<file path="config.mk">
export PLATFORM = sky130hd
export DESIGN_NAME = host_channel_int_status
export DESIGN_NICKNAME = d
export VERILOG_FILES = /design/src/host_chan_pkg.sv /design/src/host_channel_int_status.sv
export SDC_FILE = /design/constraint.sdc
export NUM_CORES = 1
export LEC_CHECK = 0
export ABC_AREA = 1
export BUFFER_PORTS_ARGS = -buffer_cell sky130_fd_sc_hd__buf_2
export CAP_MARGIN = 20
export CORE_MARGIN = 2
export CORE_UTILIZATION = 50
export DETAILED_ROUTE_END_ITERATION = 12
export PLACE_DENSITY = 0.81
export SYNTH_ARGS = -nofsm -noshare
export SYNTH_HDL_FRONTEND = slang
export SYNTH_SLANG_ARGS = --single-unit
</file>
<file path="constraint.sdc">
create_clock -name clk -period 2.1 [get_ports clk]
set_clock_uncertainty 0.2 [all_clocks]
set_input_delay 0 -clock clk [delete_from_list [all_inputs] [get_ports clk]]
set_output_delay 0 -clock clk [all_outputs]
set_load 0.03 [all_outputs]
</file>
<file path="src/host_chan_pkg.sv">
package host_chan_pkg;

  // APB word index of each register; byte address is index * 4
  localparam int          ADDR_W       = 12;
  localparam logic [9:0]  CH0_STAT_IDX = 10'h145;
  localparam logic [9:0]  CHA_STAT_IDX = 10'h146;
  localparam logic [9:0]  CTL_CTRL_IDX = 10'h150;
  localparam logic [9:0]  MS_CTRL_IDX  = 10'h151;
  localparam logic [9:0]  CFG0_IDX     = 10'h152;
  localparam logic [9:0]  CH0_MASK_IDX = 10'h153;
  localparam logic [9:0]  CHA_MASK_IDX = 10'h154;
  localparam logic [9:0]  COND_IDX     = 10'h155;

  // Status field positions
  localparam int TOTAL_BIT     = 7;
  localparam int ACK_BIT       = 6;
  localparam int TERR_BIT      = 5;
  localparam int COND_BIT      = 4;
  localparam int SEQ_DONE_BIT  = 1;
  localparam int SEQ_ABORT_BIT = 0;
  localparam int CTL_ABORT_BIT = 0;

  // Control field positions
  localparam int RUN_BIT     = 0;
  localparam int CFG_RUN_BIT = 7;
  localparam int ACK_CNT_LSB = 0;
  localparam int ACK_CNT_W   = 4;

  // Reset values and implemented-bit masks
  localparam logic [7:0] STAT_RESET    = 8'h00;
  localparam logic [7:0] CTRL_RESET    = 8'h00;
  localparam logic [7:0] CHA_IMPL_MASK = 8'hF3;
  localparam logic [7:0] CH0_IMPL_MASK = 8'h01;

  localparam logic [1:0] RETRY_LIMIT = 2'h3;

  typedef enum logic [2:0] {
    COND_NO_ERROR  = 3'h0,
    COND_STALL     = 3'h1,
    COND_OVERRUN   = 3'h2,
    COND_UNDERRUN  = 3'h3,
    COND_RETRY     = 3'h4
  } cond_t;

  // One finished transaction as reported by the packet engine
  typedef struct packed {
    logic done;
    logic ack_ok;
    logic timeout;
    logic crc_err;
    logic stuff_err;
    logic pid_err;
    logic toggle_err;
    logic stall;
    logic over_max_pkt;
    logic over_irp;
    logic short_pkt;
    logic under_irp;
  } txn_result_t;

  // Transport-level events of the running sequencer
  typedef struct packed {
    logic phase_done;
    logic phase_err;
    logic stop_done;
    logic stop_ok;
  } seq_event_t;

endpackage

</file>
<file path="src/host_channel_int_status.sv">
// Notes on behaviour
// - Control sequencer ending a transfer early on error sets control abort.
// - After control run cleared, stop outside status stage or status error aborts.
// - Channel A status at index 146h; writing one clears a flag.
// - Bit 7 set when the programmed IRP transfer completes cleanly.
// - With mass-storage sequencer, bit 7 only after all three phases succeed or a stop in status phase ends cleanly.
// - Bit 6 set once the programmed ACK count of transactions succeeded.
// - With mass-storage sequencer, bit 6 only during the data phase.
// - Bit 5 set on any retry-class transaction error.
// - Bit 4 on three consecutive retries, stall, overrun or underrun.
// - Firmware clearing transfer run sets bit 4; code shows last result.
// - Condition code: 0 ok, 1 stall, 2 overrun, 3 underrun, 4 retry.
// - Overrun on oversize packet or IRP; CRC/stuff or short-toggle wins.
// - Underrun on short final packet unless CRC or stuff error coincides.
// - Timeout, CRC, stuff, PID check, bad PID, toggle count as retry.
// - Bit 1 set when mass-storage status phase finishes cleanly.
// - After run cleared, bit 1 set if status phase ends cleanly on stop.
// - Bit 0 set when any mass-storage phase ends with an error.
// - After run cleared, stop outside status phase or status error aborts.
// - Summary interrupt high while a set flag has its mask bit enabled.
module host_channel_int_status
  import host_chan_pkg::*;
(
  // Clock and reset
  input  wire logic              clk,
  input  wire logic              reset_n,
  // APB slave
  input  wire logic              psel,
  input  wire logic              penable,
  input  wire logic              pwrite,
  input  wire logic [ADDR_W-1:0] paddr,
  input  wire logic [31:0]       pwdata,
  input  wire logic [3:0]        pstrb,
  output logic [31:0]            prdata,
  output logic                   pready,
  output logic                   pslverr,
  // Channel A packet engine
  input  wire txn_result_t       txn,
  input  wire logic              irp_done,
  // Mass-storage transport events
  input  wire seq_event_t        ms_evt,
  // Control-transfer sequencer events
  input  wire logic              ctl_err,
  input  wire logic              ctl_stop_done,
  input  wire logic              ctl_stop_in_status,
  input  wire logic              ctl_status_ok,
  // Run controls toward the engines
  output logic                   channel_transfer_run,
  output logic                   mass_storage_seq_run,
  output logic                   control_seq_run,
  output logic [2:0]             mass_storage_phase,
  // Summary interrupts
  output logic                   int_ch0,
  output logic                   int_cha
);

  typedef enum logic [4:0] {
    MS_IDLE = 5'b00001,
    MS_CBW  = 5'b00010,
    MS_DATA = 5'b00100,
    MS_CSW  = 5'b01000,
    MS_STOP = 5'b10000
  } ms_state_t;

  ms_state_t             ms_state_reg;
  ms_state_t             ms_state_next;
  logic [7:0]            cha_stat_reg;
  logic [7:0]            ch0_stat_reg;
  logic [7:0]            cha_mask_reg;
  logic [7:0]            ch0_mask_reg;
  logic [7:0]            cfg0_reg;
  logic                  ms_run_reg;
  logic                  ctl_run_reg;
  logic                  ctl_stopping_reg;
  logic                  stop_in_csw_reg;
  cond_t                 cond_reg;
  logic [1:0]            retry_cnt_reg;
  logic [ACK_CNT_W-1:0]  ack_cnt_reg;
  logic [31:0]           prdata_reg;
  logic                  pslverr_reg;

  logic [9:0]            idx;
  logic                  wr_en;
  logic                  setup;
  logic                  mapped;
  logic                  wr_cha;
  logic                  wr_ch0;
  logic                  wr_cfg0;
  logic                  wr_ms;
  logic                  wr_ctl;
  logic [7:0]            cha_clr;
  logic [7:0]            ch0_clr;
  logic [7:0]            cha_set;
  logic [7:0]            ch0_set;
  logic                  is_retry;
  cond_t                 txn_cond;
  logic                  three_retries;
  logic                  ack_reached;
  logic                  fw_xfer_stop;
  logic                  ms_active;
  logic                  ms_seq_done;
  logic                  ms_seq_abort;
  logic                  ms_run_drop;
  logic                  ctl_abort;
  logic [ACK_CNT_W-1:0]  ack_target;

  // Bus decode; zero wait states, so pready stays high
  assign idx     = paddr[11:2];
  assign setup   = psel & ~penable;
  assign wr_en   = psel & penable & pwrite & pstrb[0];
  assign wr_cha  = wr_en & (idx == CHA_STAT_IDX);
  assign wr_ch0  = wr_en & (idx == CH0_STAT_IDX);
  assign wr_cfg0 = wr_en & (idx == CFG0_IDX);
  assign wr_ms   = wr_en & (idx == MS_CTRL_IDX);
  assign wr_ctl  = wr_en & (idx == CTL_CTRL_IDX);

  always_comb begin
    case (idx)
      CH0_STAT_IDX, CHA_STAT_IDX, CTL_CTRL_IDX, MS_CTRL_IDX,
      CFG0_IDX, CH0_MASK_IDX, CHA_MASK_IDX, COND_IDX: mapped = 1'b1;
      default: mapped = 1'b0;
    endcase
  end

  // Only ones clear, and only implemented flags
  assign cha_clr = wr_cha ? (pwdata[7:0] & CHA_IMPL_MASK) : 8'h00;
  assign ch0_clr = wr_ch0 ? (pwdata[7:0] & CH0_IMPL_MASK) : 8'h00;

  // Transaction classification; CRC/stuff dominates size errors
  assign is_retry = txn.timeout | txn.crc_err | txn.stuff_err
                  | txn.pid_err | txn.toggle_err;

  always_comb begin
    if (is_retry) begin
      txn_cond = COND_RETRY;
    end else if (txn.stall) begin
      txn_cond = COND_STALL;
    end else if (txn.over_max_pkt | txn.over_irp) begin
      txn_cond = COND_OVERRUN;
    end else if (txn.short_pkt & txn.under_irp) begin
      txn_cond = COND_UNDERRUN;
    end else begin
      txn_cond = COND_NO_ERROR;
    end
  end

  assign three_retries = txn.done & is_retry
                       & (retry_cnt_reg == RETRY_LIMIT - 2'h1);

  assign ack_target  = cfg0_reg[ACK_CNT_LSB +: ACK_CNT_W];
  // A zero count never fires, which avoids a flag on every 16th ACK
  assign ack_reached = txn.done & txn.ack_ok & ~is_retry
                     & (ack_target != '0)
                     & (ack_cnt_reg + 1'b1 == ack_target);

  assign fw_xfer_stop = wr_cfg0 & cfg0_reg[CFG_RUN_BIT]
                      & ~pwdata[CFG_RUN_BIT];

  assign ms_active = (ms_state_reg != MS_IDLE);

  // Mass-storage sequencer outcome
  always_comb begin
    ms_seq_done  = 1'b0;
    ms_seq_abort = 1'b0;
    case (ms_state_reg)
      MS_CBW, MS_DATA: begin
        ms_seq_abort = ms_evt.phase_err;
      end
      MS_CSW: begin
        ms_seq_done  = ms_evt.phase_done & ~ms_evt.phase_err;
        ms_seq_abort = ms_evt.phase_err;
      end
      MS_STOP: begin
        ms_seq_done  = ms_evt.stop_done & stop_in_csw_reg
                     & ms_evt.stop_ok;
        ms_seq_abort = ms_evt.stop_done
                     & ~(stop_in_csw_reg & ms_evt.stop_ok);
      end
      default: begin
        ms_seq_done  = 1'b0;
        ms_seq_abort = 1'b0;
      end
    endcase
  end

  assign ms_run_drop = wr_ms & ms_run_reg & ~pwdata[RUN_BIT];

  always_comb begin
    ms_state_next = ms_state_reg;
    case (ms_state_reg)
      MS_IDLE: begin
        if (ms_run_reg) begin
          ms_state_next = MS_CBW;
        end
      end
      MS_CBW, MS_DATA, MS_CSW: begin
        if (ms_run_drop) begin
          ms_state_next = MS_STOP;
        end else if (ms_evt.phase_err | ms_seq_done) begin
          ms_state_next = MS_IDLE;
        end else if (ms_evt.phase_done) begin
          ms_state_next = (ms_state_reg == MS_CBW) ? MS_DATA : MS_CSW;
        end
      end
      MS_STOP: begin
        if (ms_evt.stop_done) begin
          ms_state_next = MS_IDLE;
        end
      end
      default: ms_state_next = MS_IDLE;
    endcase
  end

  // Control sequencer abort causes
  assign ctl_abort = (ctl_err & ctl_run_reg)
                   | (ctl_stopping_reg & ctl_stop_done
                      & (~ctl_stop_in_status | ~ctl_status_ok));

  // Flag set terms
  always_comb begin
    cha_set = 8'h00;
    cha_set[TOTAL_BIT] = ms_active ? ms_seq_done : irp_done;
    cha_set[ACK_BIT]   = ack_reached
                       & (~ms_active | ms_state_reg == MS_DATA);
    cha_set[TERR_BIT]  = txn.done & is_retry;
    cha_set[COND_BIT]  = three_retries
                       | (txn.done & (txn_cond == COND_STALL
                          | txn_cond == COND_OVERRUN
                          | txn_cond == COND_UNDERRUN))
                       | fw_xfer_stop;
    cha_set[SEQ_DONE_BIT]  = ms_seq_done;
    cha_set[SEQ_ABORT_BIT] = ms_seq_abort;
    ch0_set = 8'h00;
    ch0_set[CTL_ABORT_BIT] = ctl_abort;
  end

  // Status flags: a set in the clearing cycle wins
  always_ff @(posedge clk or negedge reset_n) begin
    if (!reset_n) begin
      cha_stat_reg <= STAT_RESET;
    end else begin
      cha_stat_reg <= ((cha_stat_reg & ~cha_clr) | cha_set)
                    & CHA_IMPL_MASK;
    end
  end

  always_ff @(posedge clk or negedge reset_n) begin
    if (!reset_n) begin
      ch0_stat_reg <= STAT_RESET;
    end else begin
      ch0_stat_reg <= ((ch0_stat_reg & ~ch0_clr) | ch0_set)
                    & CH0_IMPL_MASK;
    end
  end

  // Mask and configuration registers
  always_ff @(posedge clk or negedge reset_n) begin
    if (!reset_n) begin
      cha_mask_reg <= CTRL_RESET;
      ch0_mask_reg <= CTRL_RESET;
      cfg0_reg     <= CTRL_RESET;
    end else begin
      if (wr_en & (idx == CHA_MASK_IDX)) begin
        cha_mask_reg <= pwdata[7:0] & CHA_IMPL_MASK;
      end
      if (wr_en & (idx == CH0_MASK_IDX)) begin
        ch0_mask_reg <= pwdata[7:0] & CH0_IMPL_MASK;
      end
      if (wr_cfg0) begin
        cfg0_reg <= pwdata[7:0];
      end
    end
  end

  // Mass-storage run bit; hardware drops it when the sequence ends
  always_ff @(posedge clk or negedge reset_n) begin
    if (!reset_n) begin
      ms_run_reg <= 1'b0;
    end else if (wr_ms) begin
      ms_run_reg <= pwdata[RUN_BIT];
    end else if (ms_seq_done | ms_seq_abort) begin
      ms_run_reg <= 1'b0;
    end
  end

  always_ff @(posedge clk or negedge reset_n) begin
    if (!reset_n) begin
      ms_state_reg    <= MS_IDLE;
      stop_in_csw_reg <= 1'b0;
    end else begin
      ms_state_reg <= ms_state_next;
      if (ms_run_drop & ms_active) begin
        stop_in_csw_reg <= (ms_state_reg == MS_CSW);
      end
    end
  end

  // Control sequencer run and stop tracking
  always_ff @(posedge clk or negedge reset_n) begin
    if (!reset_n) begin
      ctl_run_reg      <= 1'b0;
      ctl_stopping_reg <= 1'b0;
    end else begin
      if (wr_ctl) begin
        ctl_run_reg <= pwdata[RUN_BIT];
      end else if (ctl_err) begin
        ctl_run_reg <= 1'b0;
      end
      if (wr_ctl & ctl_run_reg & ~pwdata[RUN_BIT]) begin
        ctl_stopping_reg <= 1'b1;
      end else if (ctl_stop_done) begin
        ctl_stopping_reg <= 1'b0;
      end
    end
  end

  // Last transaction result and retry run length
  always_ff @(posedge clk or negedge reset_n) begin
    if (!reset_n) begin
      cond_reg      <= COND_NO_ERROR;
      retry_cnt_reg <= 2'h0;
    end else if (txn.done) begin
      cond_reg <= txn_cond;
      if (!is_retry || three_retries) begin
        retry_cnt_reg <= 2'h0;
      end else begin
        retry_cnt_reg <= retry_cnt_reg + 2'h1;
      end
    end
  end

  // Successful-transaction count toward the ACK target
  always_ff @(posedge clk or negedge reset_n) begin
    if (!reset_n) begin
      ack_cnt_reg <= '0;
    end else if (fw_xfer_stop | ack_reached) begin
      ack_cnt_reg <= '0;
    end else if (txn.done & txn.ack_ok & ~is_retry) begin
      ack_cnt_reg <= ack_cnt_reg + 1'b1;
    end
  end

  // Read data captured in setup so it is stable through access
  always_ff @(posedge clk or negedge reset_n) begin
    if (!reset_n) begin
      prdata_reg  <= 32'h0000_0000;
      pslverr_reg <= 1'b0;
    end else if (setup) begin
      pslverr_reg <= ~mapped;
      case (idx)
        CHA_STAT_IDX: prdata_reg <= {24'h000000, cha_stat_reg};
        CH0_STAT_IDX: prdata_reg <= {24'h000000, ch0_stat_reg};
        CHA_MASK_IDX: prdata_reg <= {24'h000000, cha_mask_reg};
        CH0_MASK_IDX: prdata_reg <= {24'h000000, ch0_mask_reg};
        CFG0_IDX:     prdata_reg <= {24'h000000, cfg0_reg};
        MS_CTRL_IDX:  prdata_reg <= {31'h00000000, ms_run_reg};
        CTL_CTRL_IDX: prdata_reg <= {31'h00000000, ctl_run_reg};
        COND_IDX:     prdata_reg <= {29'h00000000, cond_reg};
        default:      prdata_reg <= 32'h0000_0000;
      endcase
    end
  end

  assign prdata  = prdata_reg;
  assign pslverr = pslverr_reg;
  assign pready  = 1'b1;

  // Outputs toward engines
  assign channel_transfer_run = cfg0_reg[CFG_RUN_BIT];
  assign mass_storage_seq_run = ms_run_reg;
  assign control_seq_run      = ctl_run_reg;

  always_comb begin
    case (ms_state_reg)
      MS_CBW:  mass_storage_phase = 3'h1;
      MS_DATA: mass_storage_phase = 3'h2;
      MS_CSW:  mass_storage_phase = 3'h4;
      default: mass_storage_phase = 3'h0;
    endcase
  end

  // Summary interrupts
  assign int_cha = |(cha_stat_reg & cha_mask_reg);
  assign int_ch0 = |(ch0_stat_reg & ch0_mask_reg);

endmodule

</file>
==> results.md, run 1 <==
- Outcome: finished, violations left
- Failing checks: negative hold slack
- Largest net degree at the start of global routing: 27
- Peak supply drop: 0.000629 V
- Hold Path End: cfg0_reg[0]$_DFFE_PN0N_
- Sinks on the clock net: 49
- Sw frac: 35.6%
- Vias in the first global route: 2,742
- Slowest-stage cell, CP: dlygate4sd3_1
- # Post-CTS Setup Buffers: 0
- Initial antenna violation count: 0
- Worst Hold Depth: 5
- Synth Instances: 419
- Vias/cell: 5.19
- Drc violations: 0
- Max Root-Sink Buffers: 2
- Post-synthesis register bit count: 49
- Rel. slew slack: 62.8%
- DP Wirelength: 5.45 mm
- Setup ws final: 68.5 ps
- Synth warn: 0
- WP data required: 2080 ps
- Die area: 6860 um^2
- Crit path kind: primary input to flop
- Leak: 2.07 nW
- Arr. time, crit path: 2020 ps
- Num CTS Buffers: 5
- First-pass GRT wire length: 12.4 mm
- Die Ht: 82.8 um
- GR Overflow Total: 0
- Part of the cycle the worst path needs: 96.7%
- Core area: 5960 um^2
- Post-synth EDFFs: 0
- Max-cap violations: 0
- Worst-path clk slew: 90 ps
- Antenna cells: 0
- Tightest Hold Check Type: primary input to flop
- Final hold violation count: 4
- Synth area leaders: dfrtp_1, nand2_1, inv_1
- TritonCTS clock tree: yes
- Reg-to-reg slack, setup: 80 ps
- Critical Path Max Stage Delay: 550 ps
- H-tree depth: 2
- IO Count: 116
- Crit. End Element: flop
- Max Freq: 492 MHz
- Startpoint Class: primary input
- Area Growth Syn to Fin: 26.1%
- Main synth FF type: dfrtp_1
- Hold wc startpoint: pstrb[0]
- Total GRT Usage: 23.6%
- Internal power: 0.00163 W
- Gp weighted congestion: 0.892
- Worst-margin pin slew: 558 ps
- Via count: 3,097
- Clock share of power: 24.0%
- Number of buffers added on ports: 61
- Tmin final: 2030 ps
- Synth top cells by count: nand2_1, inv_1, dfrtp_1
- DR iter-0 viols: 256
- Sequential Power Share: 44.0%
- Non-Filler Instances: 597
- Distinct cells, synth: 39
- Crit path max fanout: 2
- Post-synth top area cell: dfrtp_1
- Routed Antenna Nets: 0
- Mapped cell area: 3100 um^2
- Root cell of the clock tree: clkbuf_8
- Pwr Density: 647 nW/um^2
- Slew Viols, Final: 0
- CP cell instances: dlygate4sd3_1, buf_2, nand2_1, dlygate4sd3_1, nand2_1, nand3b_1, dlygate4sd3_1, o21ai_1
- Yosys top cell area share: 38.7%
- Gate power share: 31.9%
- Endpoints failing setup: 0
- Row count: 28
- Layout cell share with drive strength beyond 1: 21.5%
- Worst-skew pair later-pin latency: 300 ps
- Cell Count Post-Placement: 552
- Worst r2r src: ms_state_reg[0]$_DFFE_PN1P_
- Most Frequent Cell on Critical Path: dlygate4sd3_1
- Drt first pass iters: 8
- WHS: -16.9 ps
- Net switching power: 0.000901 W
- R2r worst-path depth: 7
- Initial Util: 52.1%
- Post-DR wirelength/cell: 12.9 um
- Post-synthesis sequential area ratio: 39.5%
- Cell with the most instances after synthesis: nand2_1
- FFs w/ async S/R, synth: 100%
- RR Endpoint: mass_storage_seq_run$_DFFE_PN0P_
- Nets: 597
- Mapped Avg Cell Area: 7.41 um^2
- Die width: 82.8 um
- Dpl ws: 329 ps
- Final WL: 7.71 mm
[power groups by stage]
stage	Clock, W	Combinational [W]	Sequential (W)
floorplan	0	0.000533	0.00114
global placement	0	0.000690	0.00113
detailed placement	0	0.000708	0.00113
CTS	0.000613	0.000780	0.00111
global route	0.000655	0.000918	0.00113
finish	0.000609	0.000808	0.00112
[placed cells by master, fill, tap and decap left out, types with 7 or more instances in the layout]
master | synthesis | final
nor2_2 | 6 | 7
dlygate4sd3_1 | 0 | 37
o21ai_0 | 25 | 24
o21ai_2 | 7 | 7
inv_1 | 52 | 52
dfrtp_1 | 48 | 48
clkbuf_8 | 0 | 7
buf_2 | 1 | 61
conb_1 | 2 | 25
nand2_1 | 119 | 118
nand4_1 | 16 | 16
nand3_1 | 26 | 25
nor2_1 | 36 | 34
[cell type report]
type                       count  area [um^2]
clock buffer                   7         96.3
clock inverter                 1         5.00
sequential                    49         1230
timing repair buffer         100          703
tap                           75         93.8
fill                         502         2040
multi-input combinational    309         1570
inverter                      56          215
[logic make-up (layout without fill, tap and decap cells)]
| group | Yosys count | after routing | share of synthesized area [%] |
|---|---|---|---|
| other | 2 | 25 | 0.242 |
| DFF | 49 | 49 | 39.5 |
| and+or+nand+nor | 229 | 229 | 34.9 |
| adders and majority gates | 2 | 2 | 0.806 |
| AOI/OAI and AO/OA | 49 | 49 | 9.55 |
| buffers and inverters | 84 | 164 | 13.8 |
| xor gates and xnor gates | 4 | 4 | 1.13 |
[timing repair]
item / CTS / global route
endpoints found under the hold margin: 95 / 3
gates resized for setup: 0 / 10
hold buffers: 36 / 2
setup endpoints to repair: 0 / 6
[worst max path at each step]
stage / from / cells after the start / endpoint
2_1_floorplan: ack_cnt_reg[0]$_DFFE_PN0P_ / 7 / ack_cnt_reg[0]$_DFFE_PN0P_
3_3_place_gp: ack_cnt_reg[0]$_DFFE_PN0P_ / 9 / ack_cnt_reg[0]$_DFFE_PN0P_
3_5_place_dp: ack_cnt_reg[0]$_DFFE_PN0P_ / 9 / ack_cnt_reg[2]$_DFFE_PN0P_
4_1_cts: penable / 8 / cha_stat_reg[1]$_DFF_PN0_
5_1_grt: ms_state_reg[0]$_DFFE_PN1P_ / 7 / mass_storage_seq_run$_DFFE_PN0P_
6_report: txn[0] / 8 / cond_reg[1]$_DFFE_PN0P_
[metrics by stage]
step	utilization, %	setup TNS [ps]	cell area [um^2]	total power (W)
after global routing	65.7	-67.0	3910	0.00270
after CTS	64.9	0	3860	0.00251
after detailed placement	57.1	0	3400	0.00184
after global placement	57.1	0	3400	0.00182
final	65.7	0	3910	0.00253
after floorplan	-	0	3190	0.00167
[layer usage]
layer	global-route usage, %	share of wire, %	up-vias
met4	4.43	1.5	0
met1	32.6	46	1442
met3	3.68	6.2	19
met2	39.8	46	127
met5	0	0	-
li1	-	-	1509
[worst max-delay path, delay by kind of cell]
kind	cells	cell delay, ps
simple gates	3	210
buf+inv	4	1750
compound gates	1	60
No activity file was read; power rests on OpenSTA's default activity.
==> run 2, diff against run 1 <==
==> constraint.sdc (replaced) <==
create_clock -name clk -period 2.1 [get_ports clk]
set_clock_uncertainty 0.2 [all_clocks]
set_input_delay 0.315 -clock clk [delete_from_list [all_inputs] [get_ports clk]]
set_output_delay 0.315 -clock clk [all_outputs]
set_load 0.03 [all_outputs]
==> results.md, run 2 (synthesized netlist as in run 1, its figures left out) <==
- Worst-margin pin slew: 603 ps (+44.5 ps)
- Util after Layout: 59.3% (-6.4 points)
- CP cell instances: a22o_1, a221oi_2, nand3_1, buf_4
- Commonest non-fill, non-tap cell in the layout: nand2_1
- Nets: 565 (-5.4%)
- Critical Path Max Stage Delay: 400 ps (-150 ps)
- Max Root-Sink Buffers: 2 (unchanged)
- Worst-path clk slew: 90 ps (about the same)
- Core area: 5960 um^2 (unchanged)
- DP Wirelength: 5.57 mm (+2.3%)
- Drt first pass iters: 5 (-3)
- Initial antenna violation count: 0 (unchanged)
- Worst path depth: 4 (-4)
- Tightest Hold Check Type: primary input to flop
- Startpoint Class: flop
- Final hold violation count: 0 (-4)
- Number of buffers added on ports: 61 (unchanged)
- Largest net degree at the start of global routing: 27 (unchanged)
- Final WL: 7.20 mm (-6.7%)
- Drc violations: 0 (unchanged)
- Crit path max fanout: 3 (+1)
- Antenna cells: 0 (unchanged)
- Total GRT Usage: 22.4% (-1.3 points)
- RSZ-0062 raised after global routing: false
- H-tree depth: 2 (unchanged)
- Initial Util: 52.1% (unchanged)
- Via count: 2,915 (-5.9%)
- Slew Viols, Final: 0 (unchanged)
- Crit. End Element: output pin
- Row count: 28 (unchanged)
- Crit path kind: flop to output pin
- Vias in the first global route: 2,610 (-4.8%)
- Die Ht: 82.8 um (unchanged)
- Leak: 1.93 nW (-6.6%)
- GR Overflow Total: 0 (unchanged)
- Slowest-stage cell, CP: dfrtp_1
- First-pass GRT wire length: 11.6 mm (-6.8%)
- Max Freq: 503 MHz (+2.1%)
- Peak supply drop: 0.000560 V (-11%)
- Outcome: finished clean
- Die area: 6860 um^2 (unchanged)
- Die width: 82.8 um (unchanged)
- Final Power: 0.00239 W (-5.4%)
- Sequential Power Share: 46.5% (+2.5 points)
- Gp weighted congestion: 0.884 (-0.86%)
- Gate power share: 30.4% (-1.5 points)
- Most frequent cells in the layout: nand2_1, buf_2, inv_1
- Tmin final: 1990 ps (-42.2 ps)
- Post-DR wirelength/cell: 12.7 um (-1.4%)
- CP Buf/Inv Count: 1 (-3)
- Vias/cell: 5.16 (-0.55%)
- Endpoints failing setup: 0 (unchanged)
- R2r worst-path depth: 7 (unchanged)
- WP data required: 1580 ps (-500 ps)
- Layout cell share with drive strength beyond 1: 22.4% (+0.99 points)
- DR iter-0 viols: 206 (-20%)
- Sinks on the clock net: 49 (unchanged)
- Internal power: 0.00151 W (-7.5%)
- Worst Hold Depth: 2 (-3)
- IO Count: 116 (unchanged)
- Routed Antenna Nets: 0 (unchanged)
- Crit path max-delay family: compound AO/OA/AOI/OAI gates
- Clock share of power: 23.1% (-0.9 points)
- Arr. time, crit path: 1470 ps (-550 ps)
- Rel. slew slack: 59.8% (-3.0 points)
- Part of the cycle the worst path needs: 94.7% (-2.0 points)
- Max-cap violations: 0 (unchanged)
- TritonCTS clock tree: yes
- Sw frac: 37.0% (+1.4 points)
- Worst-skew pair later-pin latency: 310 ps (about the same)
- Area Growth Syn to Fin: 13.8%
- Setup TNS: 0 ps (unchanged)
- Root cell of the clock tree: clkbuf_8
- Num CTS Buffers: 5 (unchanged)
- Net switching power: 0.000887 W (-1.6%)
- Pwr Density: 678 nW/um^2 (+4.8%)
==> run 2: changes by cell type in the layout (fill, tap and decap cells not counted), moves of 2 or more <==
| cell | change |
|---|---|
| nor2_1 | +2 |
| buf_4 | +5 |
| clkbuf_8 | -2 |
| dlygate4sd3_1 | -36 |
==> run 2: cell type report <==
type / instances / area [um^2]
Tap cell: 75 / 93.8
Inverter: 56 / 213
Sequential cell: 49 / 1230
Fill cell: 545 / 2420
Clock buffer: 6 / 72.6
Multi-Input combinational cell: 309 / 1540
Timing Repair Buffer: 68 / 375
Clock inverter: 2 / 10.0
==> run 2: metrics by stage <==
| stage | worst slack, ps | hold WS (ps) | cell area [um^2] | std cells |
|---|---|---|---|---|
| 5_1_grt | 6.74 | 13.1 | 3530 | 565 |
| 2_1_floorplan | 486 | -181 | 3190 | 442 |
| 6_report | 111 | 7.83 | 3530 | 565 |
| 3_3_place_gp | 311 | 152 | 3420 | 555 |
| 4_1_cts | 22.3 | 11.5 | 3520 | 564 |
| 3_5_place_dp | 267 | 157 | 3420 | 555 |
==> run 2: per-layer routing <==
layer	vias to the layer above	GRT usage, %	part of all wire, %
met5	-	0	0
met2	127	37.6	47
met1	1331	29.5	44
li1	1443	-	-
met4	0	8.69	2.2
met3	14	2.81	6.9
==> run 2: power by group through the flow <==
stage / sequential (W) / combinational (W) / clock (W)
3_3_place_gp: 0.00113 / 0.000691 / 0
4_1_cts: 0.00111 / 0.000717 / 0.000556
2_1_floorplan: 0.00114 / 0.000533 / 0
5_1_grt: 0.00112 / 0.000819 / 0.000589
3_5_place_dp: 0.00113 / 0.000710 / 0
6_report: 0.00111 / 0.000728 / 0.000554
==> run 2: path summary, 6_finish.rpt <==
check	from	end	slack, ps
setup / recovery	cha_stat_reg[0]$_DFF_PN0_	int_cha	110
hold / removal	ctl_stop_done	ctl_stopping_reg$_DFFE_PN0P_	8
setup reg to reg	ack_cnt_reg[0]$_DFFE_PN0P_	ack_cnt_reg[1]$_DFFE_PN0P_	170
hold reg to reg	prdata[2]$_DFFE_PN0P_	prdata[2]$_DFFE_PN0P_	290
max in group asynchronous	reset_n	ms_state_reg[0]$_DFFE_PN1P_	750
min in group asynchronous	reset_n	ack_cnt_reg[0]$_DFFE_PN0P_	340
==> run 2: repair_timing <==
item	CTS	global route
hold endpoints to repair	25	0
setup buffers	0	1
endpoints found under the setup margin	0	1
gates resized for setup	0	3
hold buffers	1	0
==> run 3, diff against run 2 <==
--- a/config.mk
+++ b/config.mk
@@ -11,7 +11,7 @@
 export CORE_MARGIN = 2
 export CORE_UTILIZATION = 50
 export DETAILED_ROUTE_END_ITERATION = 12
-export PLACE_DENSITY = 0.81
+export PLACE_DENSITY = 0.79
 export SYNTH_ARGS = -nofsm -noshare
 export SYNTH_HDL_FRONTEND = slang
 export SYNTH_SLANG_ARGS = --single-unit
==> results.md, run 3 (synthesized netlist as in run 1, its figures left out) <==
- Outcome: finished clean
- Largest net degree at the start of global routing: 26 (-3.7%)
- Vias/cell: 5.11 (-0.98%)
- IO Count: 116 (unchanged)
- R2r worst-path depth: 7 (unchanged)
- Part of the cycle the worst path needs: 95.4% (+0.71 points)
- Number of buffers added on ports: 61 (unchanged)
- Critical Path Max Stage Delay: 420 ps (+20 ps)
- Crit path kind: flop to output pin
- Initial Util: 52.1% (unchanged)
- RSZ-0062 raised after global routing: false
- Tmin final: 2000 ps (+14.9 ps)
- Post-DR wirelength/cell: 12.3 um (-3.8%)
- Max Root-Sink Buffers: 2 (unchanged)
- Endpoints failing setup: 0 (unchanged)
- Util after Layout: 59.9% (+0.57 points)
- Highest routed layer: met4
- Non-Filler Instances: 562 (-0.53%)
- Die width: 82.8 um (unchanged)
- TritonCTS clock tree: yes
- Routed Antenna Nets: 0 (unchanged)
- Row count: 28 (unchanged)
- GR Overflow Total: 0 (unchanged)
- Slowest-stage cell, CP: dfrtp_1
- Drt first pass iters: 4 (-1)
- Startpoint Class: flop
- Gp weighted congestion: 0.877 (-0.85%)
- Peak supply drop: 0.000614 V (+9.7%)
- Die Ht: 82.8 um (unchanged)
- DR iter-0 viols: 253 (+23%)
- WP data required: 1580 ps (about the same)
- Crit. End Element: output pin
- Antenna cells: 0 (unchanged)
- Worst Hold Depth: 2 (unchanged)
- Register area: 1230 um^2 (unchanged)
- Cell Count Post-Placement: 553 (-0.36%)
- First-pass GRT wire length: 11.5 mm (-0.78%)
- Most frequent cells in the layout: nand2_1, buf_2, inv_1
- Total GRT Usage: 22.0% (-0.37 points)
- Worst-skew pair later-pin latency: 310 ps (about the same)
- Die area: 6860 um^2 (unchanged)
- Final hold violation count: 0 (unchanged)
- Area of the multi-input gates: 1550 um^2 (+0.49%)
- Num CTS Buffers: 5 (unchanged)
- Max Freq: 499 MHz (-0.74%)
- Drc violations: 0 (unchanged)
- DP Wirelength: 5.31 mm (-4.7%)
- Tightest Hold Check Type: primary input to flop
- Nets: 562 (-0.53%)
- # Post-CTS Setup Buffers: 0 (unchanged)
- Vias in the first global route: 2,510 (-3.8%)
- Commonest non-fill, non-tap cell in the layout: nand2_1
- Metal3 WL: 569 um (+15%)
- Leak: 1.94 nW (+0.55%)
- # fillers: 549 (+0.73%)
- Sinks on the clock net: 49 (unchanged)
- Final WL: 6.89 mm (-4.3%)
- H-tree depth: 2 (unchanged)
- Area Growth Syn to Fin: 14.9%
- Layout cell share with drive strength beyond 1: 22.4% (-0.067 points)
- Rel. slew slack: 61.1% (+1.3 points)
- DRT met1 WL: 3.17 mm (-0.41%)
- Worst-path clk slew: 90 ps (about the same)
- Initial antenna violation count: 0 (unchanged)
- Root cell of the clock tree: clkbuf_8
- Setup TNS: 0 ps (unchanged)
- DR WL met2: 3.07 mm (-8.8%)
- Core area: 5960 um^2 (unchanged)
- Slew Viols, Final: 0 (unchanged)
- Pwr Density: 735 nW/um^2 (+8.5%)
- Via count: 2,871 (-1.5%)
- CP cell instances: a22o_1, a221oi_2, nand3_1, buf_2
- Worst-margin pin slew: 583 ps (-19.6 ps)
- Arr. time, crit path: 1490 ps (+20 ps)
- Max-cap violations: 0 (unchanged)
- Crit path max fanout: 3 (unchanged)
## run 3: worst paths after layout
path | start | end | slack (ps)
min in group asynchronous | reset_n | retry_cnt_reg[0]$_DFFE_PN0P_ | 340
hold / removal | ctl_stop_done | ctl_stopping_reg$_DFFE_PN0P_ | 10
hold reg to reg | retry_cnt_reg[0]$_DFFE_PN0P_ | retry_cnt_reg[0]$_DFFE_PN0P_ | 290
setup reg to reg | ack_cnt_reg[0]$_DFFE_PN0P_ | ack_cnt_reg[0]$_DFFE_PN0P_ | 250
setup / recovery | cha_stat_reg[0]$_DFF_PN0_ | int_cha | 100
max in group asynchronous | reset_n | ms_state_reg[0]$_DFFE_PN1P_ | 760
## run 3: per-stage QoR
step | setup WS, ps | hold slack, ps | cell area, um^2 | power, W
floorplan | 486 | -181 | 3190 | 0.00167
global placement | 281 | 151 | 3410 | 0.00182
detailed placement | 257 | 148 | 3410 | 0.00183
CTS | 63.6 | 7.08 | 3550 | 0.00263
global route | 12.0 | 11.2 | 3570 | 0.00279
finish | 95.9 | 10.3 | 3570 | 0.00262
## run 3: layer usage
metal	up-vias	GRT usage (%)
met3	6	3.68
met5	-	0
met1	1307	31.1
li1	1432	-
met2	126	34.8
met4	0	6.56
## run 3: cell type report
class                           count  area share, %
Multi-Input combinational cell    309           43.4
Sequential cell                    49           34.4
Timing Repair Buffer               65           9.82
Inverter                           56           5.96
Tap cell                           75           2.63
Clock buffer                        5           1.93
Clock inverter                      3           1.82
## run 3: what timing repair did
item,in CTS,in global routing
resized for setup,0,2
endpoints found under the hold margin,24,0
hold buffers,1,0
setup endpoints to repair,0,5
## run 3: where the power goes
part	internal (W)	leakage (nW)	switching (W)
clock network	0.000473	0.0681	0.000330
registers	0.00104	0.628	0.0000746
logic	0.000231	1.25	0.000476
## run 3: worst max-delay path: cells and delay by family, from the launching register on
| family | cells | cell delay, ps |
|---|---|---|
| buf+inv | 1 | 200 |
| compound gates | 2 | 430 |
| simple gates | 1 | 140 |
| flops | 1 | 420 |
